File: config.mk
export PLATFORM = sky130hd
export DESIGN_NAME = timer0_core
export DESIGN_NICKNAME = d
export VERILOG_FILES = /design/src/rtl/timer0_pkg.sv /design/src/rtl/timer0_core.sv
export SDC_FILE = /design/constraint.sdc
export NUM_CORES = 1
export LEC_CHECK = 0
export BUFFER_PORTS_ARGS = -buffer_cell sky130_fd_sc_hd__buf_4
export CAP_MARGIN = 30
export CORE_MARGIN = 2
export CORE_UTILIZATION = 54
export CTS_CLUSTER_SIZE = 14
export DETAILED_ROUTE_END_ITERATION = 10
export PLACE_DENSITY = 0.81
export SKIP_LAST_GASP = 1
export SLEW_MARGIN = 10
export SYNTH_ARGS = -nofsm -noshare
export SYNTH_HDL_FRONTEND = slang
export SYNTH_SLANG_ARGS = --single-unit
File: constraint.sdc
create_clock -name MCLK -period 2.63 [get_ports MCLK]
set_clock_uncertainty 0.05 [all_clocks]
set_input_delay 0.263 -clock MCLK [delete_from_list [all_inputs] [get_ports MCLK]]
set_output_delay 0.263 -clock MCLK [all_outputs]
set_load 0.02 [all_outputs]
File: src/rtl/timer0_pkg.sv
package timer0_pkg;

	// bus geometry
	localparam int ADDR_W = 12;
	localparam int DATA_W = 32;

	// register indices as printed; byte address is four times the index
	localparam int IDX_TICK_COUNT = 'h01;
	localparam int IDX_IRQ_CONTROL = 'h0B;
	localparam int IDX_OPTION_CONFIG = 'h81;
	localparam int IDX_PORT_A_DIR = 'h85;
	localparam int IDX_EVT_STATUS = 'h90;
	localparam int IDX_EVT_CLEAR = 'h91;
	localparam int IDX_EVT_ENABLE = 'h92;

	localparam logic [ADDR_W-1:0] ADDR_TICK_COUNT = 12'(IDX_TICK_COUNT * 4);
	localparam logic [ADDR_W-1:0] ADDR_IRQ_CONTROL = 12'(IDX_IRQ_CONTROL * 4);
	localparam logic [ADDR_W-1:0] ADDR_OPTION_CONFIG = 12'(IDX_OPTION_CONFIG * 4);
	localparam logic [ADDR_W-1:0] ADDR_PORT_A_DIR = 12'(IDX_PORT_A_DIR * 4);
	localparam logic [ADDR_W-1:0] ADDR_EVT_STATUS = 12'(IDX_EVT_STATUS * 4);
	localparam logic [ADDR_W-1:0] ADDR_EVT_CLEAR = 12'(IDX_EVT_CLEAR * 4);
	localparam logic [ADDR_W-1:0] ADDR_EVT_ENABLE = 12'(IDX_EVT_ENABLE * 4);

	// field positions in the option register
	localparam int OPT_CLK_SRC = 5;
	localparam int OPT_EDGE = 4;
	localparam int OPT_ASSIGN = 3;
	localparam int OPT_RATIO_LSB = 0;

	// field positions in the interrupt control register
	localparam int IRQC_OVF_EN = 5;
	localparam int IRQC_OVF_FLAG = 2;

	// event status bit positions
	localparam int EVT_OVF = 0;
	localparam int EVT_WDT = 1;
	localparam int EVT_W = 2;

	// values after reset
	localparam logic [7:0] RST_TICK_COUNT = 8'h00;
	localparam logic [7:0] RST_IRQ_CONTROL = 8'h00;
	localparam logic [7:0] RST_OPTION_CONFIG = 8'hFF;
	localparam logic [5:0] RST_PORT_A_DIR = 6'h3F;

	// timing: one instruction cycle is four oscillator periods
	localparam int OSC_PER_INSTR = 4;
	localparam logic [1:0] DIV_LAST = 2'(OSC_PER_INSTR - 1);
	localparam logic [1:0] INHIBIT_CYC = 2'h2;

	// prescaler mask seeds (timer starts at 1:2, watchdog at 1:1)
	localparam logic [7:0] TMR_MASK_SEED = 8'hFE;
	localparam logic [7:0] WDT_MASK_SEED = 8'hFF;
	localparam logic [7:0] MAX_COUNT = 8'hFF;

	// apb request from the master
	typedef struct packed {
		logic psel;
		logic penable;
		logic pwrite;
		logic [ADDR_W-1:0] paddr;
		logic [DATA_W-1:0] pwdata;
	} apb_req_t;

	// apb answer to the master
	typedef struct packed {
		logic pready;
		logic pslverr;
		logic [DATA_W-1:0] prdata;
	} apb_rsp_t;

endpackage : timer0_pkg

File: src/rtl/timer0_core.sv
// Overview of operation
// - rollover FFh to 00h sets overflow flag bit 2
// - clock select clear: count every instruction cycle
// - count write suppresses two instruction cycles
// - clock select set: count pin edges, edge bit
// - external edges synchronised before reaching counter
// - one prescaler, owned by timer or watchdog
// - assign clear: timer ratios 1:2 to 1:256
// - assign set: watchdog ratios 1:1 to 1:128
// - prescaler count hidden; option bits 3:0 control
// - count write clears prescaler when timer owns it
// - watchdog clear clears prescaler when watchdog owns
// - assignment may change at any time
// - overflow request gated by enable bit 5
// - hardware never clears flag; software clears it
// - timer halted in sleep, no overflow wake
//
// Decided for this implementation: the APB interface to the registers.
`timescale 1ns/10ps
module timer0_core (
	input wire logic MCLK,
	input wire logic RST,
	input wire timer0_pkg::apb_req_t APB_REQ,
	output timer0_pkg::apb_rsp_t APB_RSP,
	input wire logic EXT_COUNT_CLOCK_PIN,
	input wire logic SLEEP,
	input wire logic WDT_TICK,
	input wire logic WATCHDOG_CLEAR_INSTR,
	output logic WDT_TIMEOUT,
	output logic OVF_IRQ,
	output logic IRQ
);
	import timer0_pkg::*;

	// the whole state of the block
	typedef struct packed {
		logic [1:0] div; // instruction cycle divider
		logic [7:0] tick_count; // the visible count
		logic [7:0] irq_control; // interrupt control byte
		logic [7:0] option_config; // source, edge, assignment, ratio
		logic [5:0] port_a_dir; // plain storage, no effect here
		logic [7:0] pre; // shared prescaler, not software visible
		logic [1:0] inhibit; // instruction cycles left to suppress
		logic [2:0] sync; // pin synchroniser chain
		logic ext_lvl; // debounced pin level
		logic [EVT_W-1:0] evt_status; // sticky event bits
		logic [EVT_W-1:0] evt_enable; // event enables
		logic [DATA_W-1:0] prdata; // read data held for access phase
		logic wdt_out; // postscaled watchdog pulse
	} state_t;

	// reset image of the state
	localparam state_t RST_VAL = '{
		div: 2'h0,
		tick_count: RST_TICK_COUNT,
		irq_control: RST_IRQ_CONTROL,
		option_config: RST_OPTION_CONFIG,
		port_a_dir: RST_PORT_A_DIR,
		pre: 8'h00,
		inhibit: 2'h0,
		sync: 3'h0,
		ext_lvl: 1'b0,
		evt_status: '0,
		evt_enable: '0,
		prdata: 32'h0000_0000,
		wdt_out: 1'b0
	};

	state_t r; // registered state
	state_t n; // next state

	logic instr_en; // one pulse per instruction cycle
	logic agree; // second and third sync stages agree
	logic lvl_chg; // settled pin level differs from last
	logic rise; // settled rising edge
	logic fall; // settled falling edge
	logic clk_sel; // clock source select
	logic edge_sel; // falling edge when set
	logic assign_wdt; // prescaler owned by watchdog
	logic [2:0] ratio; // ratio select code
	logic [7:0] tmr_mask; // timer match mask
	logic [7:0] wdt_mask; // watchdog match mask
	logic src_evt; // raw counting event
	logic timer_evt; // counting event after gating
	logic tmr_inc; // increment the count this cycle
	logic wdt_pulse; // postscaled watchdog event
	logic ovf; // count rolls over this cycle
	logic ovf_set; // rollover that survives a write
	logic setup; // apb setup phase
	logic access; // apb access phase
	logic hit; // address is mapped
	logic wr; // accepted write
	logic [7:0] wbyte; // low byte of write data
	logic [DATA_W-1:0] rd_mux; // read data selection

	// option field decode
	always_comb begin
		clk_sel = r.option_config[OPT_CLK_SRC];
		edge_sel = r.option_config[OPT_EDGE];
		assign_wdt = r.option_config[OPT_ASSIGN];
		ratio = r.option_config[OPT_RATIO_LSB +: 3];
	end

	// address decode; unmapped addresses answer with an error
	always_comb begin
		unique case (APB_REQ.paddr)
			ADDR_TICK_COUNT,
			ADDR_IRQ_CONTROL,
			ADDR_OPTION_CONFIG,
			ADDR_PORT_A_DIR,
			ADDR_EVT_STATUS,
			ADDR_EVT_CLEAR,
			ADDR_EVT_ENABLE: begin
				hit = 1'b1;
			end
			default: begin
				hit = 1'b0;
			end
		endcase
	end

	// read mux; the clear register reads as zero, prescaler never appears
	always_comb begin
		rd_mux = 32'h0000_0000;
		unique case (APB_REQ.paddr)
			ADDR_TICK_COUNT: begin
				rd_mux[7:0] = r.tick_count;
			end
			ADDR_IRQ_CONTROL: begin
				rd_mux[7:0] = r.irq_control;
			end
			ADDR_OPTION_CONFIG: begin
				rd_mux[7:0] = r.option_config;
			end
			ADDR_PORT_A_DIR: begin
				rd_mux[5:0] = r.port_a_dir;
			end
			ADDR_EVT_STATUS: begin
				rd_mux[EVT_W-1:0] = r.evt_status;
			end
			ADDR_EVT_ENABLE: begin
				rd_mux[EVT_W-1:0] = r.evt_enable;
			end
			default: begin
				rd_mux = 32'h0000_0000;
			end
		endcase
	end

	// next state
	always_comb begin
		n = r;
		// instruction cycle enable from the oscillator divider
		instr_en = (r.div == DIV_LAST);
		n.div = 2'(r.div + 2'h1);

		// three-stage pin synchroniser; only stages two and three are compared
		n.sync = {r.sync[1:0], EXT_COUNT_CLOCK_PIN};
		agree = (r.sync[1] == r.sync[2]);
		lvl_chg = agree && (r.sync[2] != r.ext_lvl);
		if (agree) begin
			n.ext_lvl = r.sync[2];
		end
		rise = lvl_chg && r.sync[2];
		fall = lvl_chg && !r.sync[2];

		// source select: instruction cycles or chosen pin edge
		if (clk_sel) begin
			src_evt = edge_sel ? fall : rise;
		end else begin
			src_evt = instr_en;
		end

		// sleep stops counting, so no overflow can arise to wake the core
		timer_evt = src_evt && !SLEEP && (r.inhibit == 2'h0);
		if (instr_en && (r.inhibit != 2'h0)) begin
			n.inhibit = 2'(r.inhibit - 2'h1);
		end

		// ratio masks: code 000 is the smallest ratio, each step doubles
		tmr_mask = ~(TMR_MASK_SEED << ratio);
		wdt_mask = ~(WDT_MASK_SEED << ratio);

		// one prescaler; whoever does not own it runs undivided
		tmr_inc = 1'b0;
		wdt_pulse = 1'b0;
		if (!assign_wdt) begin
			wdt_pulse = WDT_TICK;
			if (timer_evt) begin
				if ((r.pre & tmr_mask) == tmr_mask) begin
					n.pre = 8'h00;
					tmr_inc = 1'b1;
				end else begin
					n.pre = 8'(r.pre + 8'h01);
				end
			end
		end else begin
			tmr_inc = timer_evt;
			if (WATCHDOG_CLEAR_INSTR) begin
				n.pre = 8'h00;
			end else if (WDT_TICK) begin
				if ((r.pre & wdt_mask) == wdt_mask) begin
					n.pre = 8'h00;
					wdt_pulse = 1'b1;
				end else begin
					n.pre = 8'(r.pre + 8'h01);
				end
			end
		end
		n.wdt_out = wdt_pulse;

		// counter and rollover detect
		ovf = tmr_inc && (r.tick_count == MAX_COUNT);
		if (tmr_inc) begin
			n.tick_count = 8'(r.tick_count + 8'h01);
		end

		// apb phases; write takes effect at the access edge only
		setup = APB_REQ.psel && !APB_REQ.penable;
		access = APB_REQ.psel && APB_REQ.penable;
		wr = access && APB_REQ.pwrite && hit;
		wbyte = APB_REQ.pwdata[7:0];
		ovf_set = ovf;

		// count write wins over an increment in the same cycle
		if (wr && (APB_REQ.paddr == ADDR_TICK_COUNT)) begin
			n.tick_count = wbyte;
			n.inhibit = INHIBIT_CYC;
			ovf_set = 1'b0;
			if (!assign_wdt) begin
				n.pre = 8'h00;
			end
		end

		// option writes may move the prescaler at any time
		if (wr && (APB_REQ.paddr == ADDR_OPTION_CONFIG)) begin
			n.option_config = wbyte;
		end

		if (wr && (APB_REQ.paddr == ADDR_PORT_A_DIR)) begin
			n.port_a_dir = wbyte[5:0];
		end

		// flag only falls by software write; a rollover in the same cycle wins
		if (wr && (APB_REQ.paddr == ADDR_IRQ_CONTROL)) begin
			n.irq_control = wbyte;
		end
		if (ovf_set) begin
			n.irq_control[IRQC_OVF_FLAG] = 1'b1;
		end

		// sticky events: set beats a simultaneous clear
		if (wr && (APB_REQ.paddr == ADDR_EVT_CLEAR)) begin
			n.evt_status = r.evt_status & ~APB_REQ.pwdata[EVT_W-1:0];
		end
		n.evt_status[EVT_OVF] = n.evt_status[EVT_OVF] | ovf_set;
		n.evt_status[EVT_WDT] = n.evt_status[EVT_WDT] | wdt_pulse;

		if (wr && (APB_REQ.paddr == ADDR_EVT_ENABLE)) begin
			n.evt_enable = APB_REQ.pwdata[EVT_W-1:0];
		end

		// read data captured in setup so it is a flop in the access phase
		if (setup) begin
			n.prdata = rd_mux;
		end
	end

	// the only clocked process
	always_ff @(posedge MCLK or posedge RST) begin
		if (RST) begin
			r <= RST_VAL;
		end else begin
			r <= n;
		end
	end

	// outputs; zero wait states, error only on unmapped access
	always_comb begin
		APB_RSP.pready = 1'b1;
		APB_RSP.pslverr = access && !hit;
		APB_RSP.prdata = r.prdata;
		WDT_TIMEOUT = r.wdt_out;
		OVF_IRQ = r.irq_control[IRQC_OVF_EN] && r.irq_control[IRQC_OVF_FLAG];
		IRQ = |(r.evt_status & r.evt_enable);
	end

endmodule : timer0_core

==> flow_summary_export.csv <==
group,metric,value,unit
timing,crit_path_setup_slack_layout,267.2,ps
global_route,initial_antenna_violation_count,0,
min_path,worst_hold_path_type,"primary input to flop",
clock_network,buffer_cell_driving_the_clock_tree_root,"clkbuf_8",
route,detailedRoute.firstIterationViolations,311,
route,residual_drc_count,0,
layout,num-fill-cells,512,
yosys,syn-mean-instance-area,9.863,um2
floorplanning,pin_count,90,
timing,timing_worst_slew_pin_value,787.3,ps
yosys,yosys.area.top_type_share,0.3102,
yosys,synth_flop_cell,"dfrtp_1",
floorplanning,row_count,29,
layout,final_layout_size_suffix_gt1_frac,0.2696,
route,detailedRoute.firstPassIterationCount,5,
timing,fmax,0.4232,GHz
clock_network,clock_pin_slew_on_the_worst_setup_and_hold_paths,70,ps
yosys,synth_seq_area_share,0.4116,
route,via_count_of_the_routed_design,2937,
yosys,synth-async-reset-ratio,1.000,
placed_design,finalWeightedCongestion,0.9173,
yosys,synth_seq_cells,59,
clock_network,numClockSinks,59,
global_route,grt_first_pass_wirelength,13250,um
timing,slew_viol_final,0,
route,final_antenna_net_count,0,
route,detail_route.vias_per_cell,6.056,
layout,layout_nets,460,
timing,timing.setup.tns,0,ps
route,wl_per_cell,17.13,um
timing,final.min_clock_period,2363,ps
clock_network,cts_tree,"built",
critical_path,cpPeakStageDelay,660,ps
placed_design,place_area,3816,um2
yosys,synth_enable_flop_cells,0,
critical_path,critical_path.startpoint_type,"flop",
critical_path,crit_path_max_fanout,7,
critical_path,critical_path_endpoint_category,"flop",
global_route,grt_remaining_overflow,0,
status,run_status,"complete, no violations",
yosys,netlist_area,3630,um2
yosys,synthDominantAreaCellType,"dfrtp_1",
power_and_ir_drop,worst_ir_drop_vdd,372.0,uV
power_and_ir_drop,power.density_cell_area,598.1,nW/um2
placed_design,place_worst_setup_slack,367.2,ps
floorplanning,initial_core_util,0.5652,
clock_network,htree_num_levels,3,
critical_path,category_of_the_critical_setup_timing_path,"flop to flop",
critical_path,worst_path_cell_with_the_longest_stage_delay,"a311oi_1",
critical_path,cells_traversed_along_the_worst_timing_path,"inv_1 -> ha_1 -> nand2b_1 -> a311oi_1 -> buf_4 -> buf_4 -> nand3b_1 -> a21oi_1 -> o21ai_0 -> o21ai_0",
timing,grt_setup_unrepaired,"no",
yosys,synthDistinctLibCells,66,
floorplanning,design.die.area,7393,um2
clock_network,clock_latency,340,ps
clock_network,tritoncts.num_buffers,9,
layout,antenna_cells_inserted,0,
clock_network,cts_resized,0,
floorplanning,fp.dieH,85.99,um
route,detail_route.wirelength,8308,um
layout,post_route_design_area,4079,um2
power_and_ir_drop,report.power.total,2.440,mW
global_route,track_usage,0.2304,
yosys,yosysWarningCount,0,
layout,final_common_cell,"buf_4",
floorplanning,die_width,85.99,um
layout,area_growth,12.37,%
timing,max-slew-margin-rel,0.4716,
yosys,synth.top_cells.by_area,"dfrtp_1 31%, dfstp_2 10%, buf_4 6.8%",
run,max_cap_viol_count,0,
timing,min_period_over_period,0.8984,
timing,hold_viol,0,
power_and_ir_drop,power_leakage,1.853,nW
clock_network,clock_tree.buffer_depth,2,
yosys,postSynthCellCount,368,
global_route,grt_pass1_vias,2763,
floorplanning,core,6422,um2
layout,layout_common_cells,"47 x buf_4, 45 x dfrtp_1, 25 x o21ai_0, 25 x conb_1, 24 x nor2_1",
placed_design,detailedPlacementHpwl,5984,um
timing,setup_viol,0,
critical_path,timing.critical_path.arrival,2570,ps
placed_design,buffer_ports.inserted,40,
global_route,largest_net_degree_at_the_start_of_global_routing,23,
critical_path,critical_path_required,2840,ps
-- Yosys cell counts (2+ instances only) --
| master | n |
|---|---|
| o22ai_1 | 4 |
| nor2_1 | 24 |
| nor4_1 | 3 |
| and2_1 | 3 |
| o221ai_1 | 2 |
| conb_1 | 2 |
| dfrtp_1 | 45 |
| nand3_1 | 15 |
| maj3_1 | 2 |
| a32oi_1 | 2 |
| nand3b_1 | 5 |
| nand2b_1 | 7 |
| a31oi_1 | 4 |
| o211ai_1 | 3 |
| a22o_1 | 2 |
| a222oi_1 | 6 |
| dfstp_2 | 14 |
| ha_1 | 4 |
| buf_6 | 4 |
| o21ai_0 | 25 |
| nand2_2 | 2 |
| xor2_1 | 6 |
| o211a_1 | 2 |
| nand4b_1 | 2 |
| nor3_1 | 6 |
| a22oi_1 | 9 |
| and3_1 | 7 |
| nor2b_1 | 8 |
| buf_2 | 3 |
| clkbuf_1 | 5 |
| buf_4 | 33 |
| mux2_2 | 15 |
| nand2_1 | 22 |
| nand4bb_1 | 2 |
| inv_1 | 8 |
| mux2i_1 | 5 |
| a21oi_1 | 21 |
| mux2_4 | 7 |
| xnor2_1 | 2 |
-- worst max-delay path: cells and delay by family, from the launching register on --
kind	cells	cell delay, ps
AND/OR/NAND/NOR	2	150
flip-flops	1	390
buffers and inverters	3	500
AO/OA/AOI/OAI	4	1010
adder cells (fa/ha/maj)	1	170
-- metrics by stage --
step,hold WS [ps],cells,util
5_1_grt,109.1,485,0.6351
3_3_place_gp,215.8,467,0.5942
6_report,113.3,485,0.6351
4_1_cts,101.5,485,0.6351
2_1_floorplan,244.4,391,-
3_5_place_dp,222.1,467,0.5942
-- per-layer routing --
metal	global-route usage	wire length (um)
met5	0	0
met4	0.1010	150
met3	0.04139	695
met2	0.3742	3985
met1	0.3015	3477
-- registers in the layout, indices dropped and copies added (netlist names) --
signal	cells
WDT_TIMEOUT	1
assign_wdt	1
r	45
APB_RSP	8
edge_sel	1
n	2
clk_sel	1
-- area by class of cell --
| type | instances | area (um2) | area share |
|---|---|---|---|
| sequential | 59 | 1494 | 0.3663 |
| tap | 77 | 96.34 | 0.02362 |
| timing repair buffer | 49 | 372.9 | 0.09141 |
| multi-input combinational | 276 | 1843 | 0.4518 |
| clock inverter | 4 | 97.59 | 0.02393 |
| clock buffer | 12 | 145.1 | 0.03558 |
| inverter | 8 | 30.03 | 0.007362 |
-- timing repair --
item                                    in CTS  in global routing
hold buffers                                 2                  0
endpoints found under the setup margin       0                  0
hold endpoints to repair                    14                  0
setup buffers                                0                  0
-- final timing paths --
check                                  start                endpoint  slack [ps]  depth (start not counted)
min in group asynchronous                RST  APB_RSP[6]$_DFFE_PP0P_         400                          3
min                               APB_REQ[7]       r[64]$_DFFE_PP1P_         110                          2
max in group asynchronous                RST  assign_wdt$_DFFE_PP1P_        1450                          4
min reg2reg                  n[39]$_DFF_PP0_         n[40]$_DFF_PP0_         310                          0
max                        r[41]$_DFFE_PP0P_         r[45]$_DFF_PP0_         270                         10
max reg2reg                r[41]$_DFFE_PP0P_         r[45]$_DFF_PP0_         270                         10
-- cells by family (layout without fill, tap and decap cells) --
group	after synthesis	count (layout)	share of synthesized area
other cells	2	25	0.002069
simple gates	118	118	0.1841
compound gates	92	92	0.1699
flops	59	59	0.4116
buf+inv	56	73	0.1044
xor+xnor	8	8	0.01930
mux	27	27	0.08928
fa+ha+maj	6	6	0.01930
-- report_power, final --
part           internal (mW)  total (mW)  switching [mW]
Combinational          0.152       0.383           0.232
Clock                  0.656        1.03           0.374
Sequential             0.960        1.03          0.0652
Note: power is estimated with default switching activity, not from simulation.
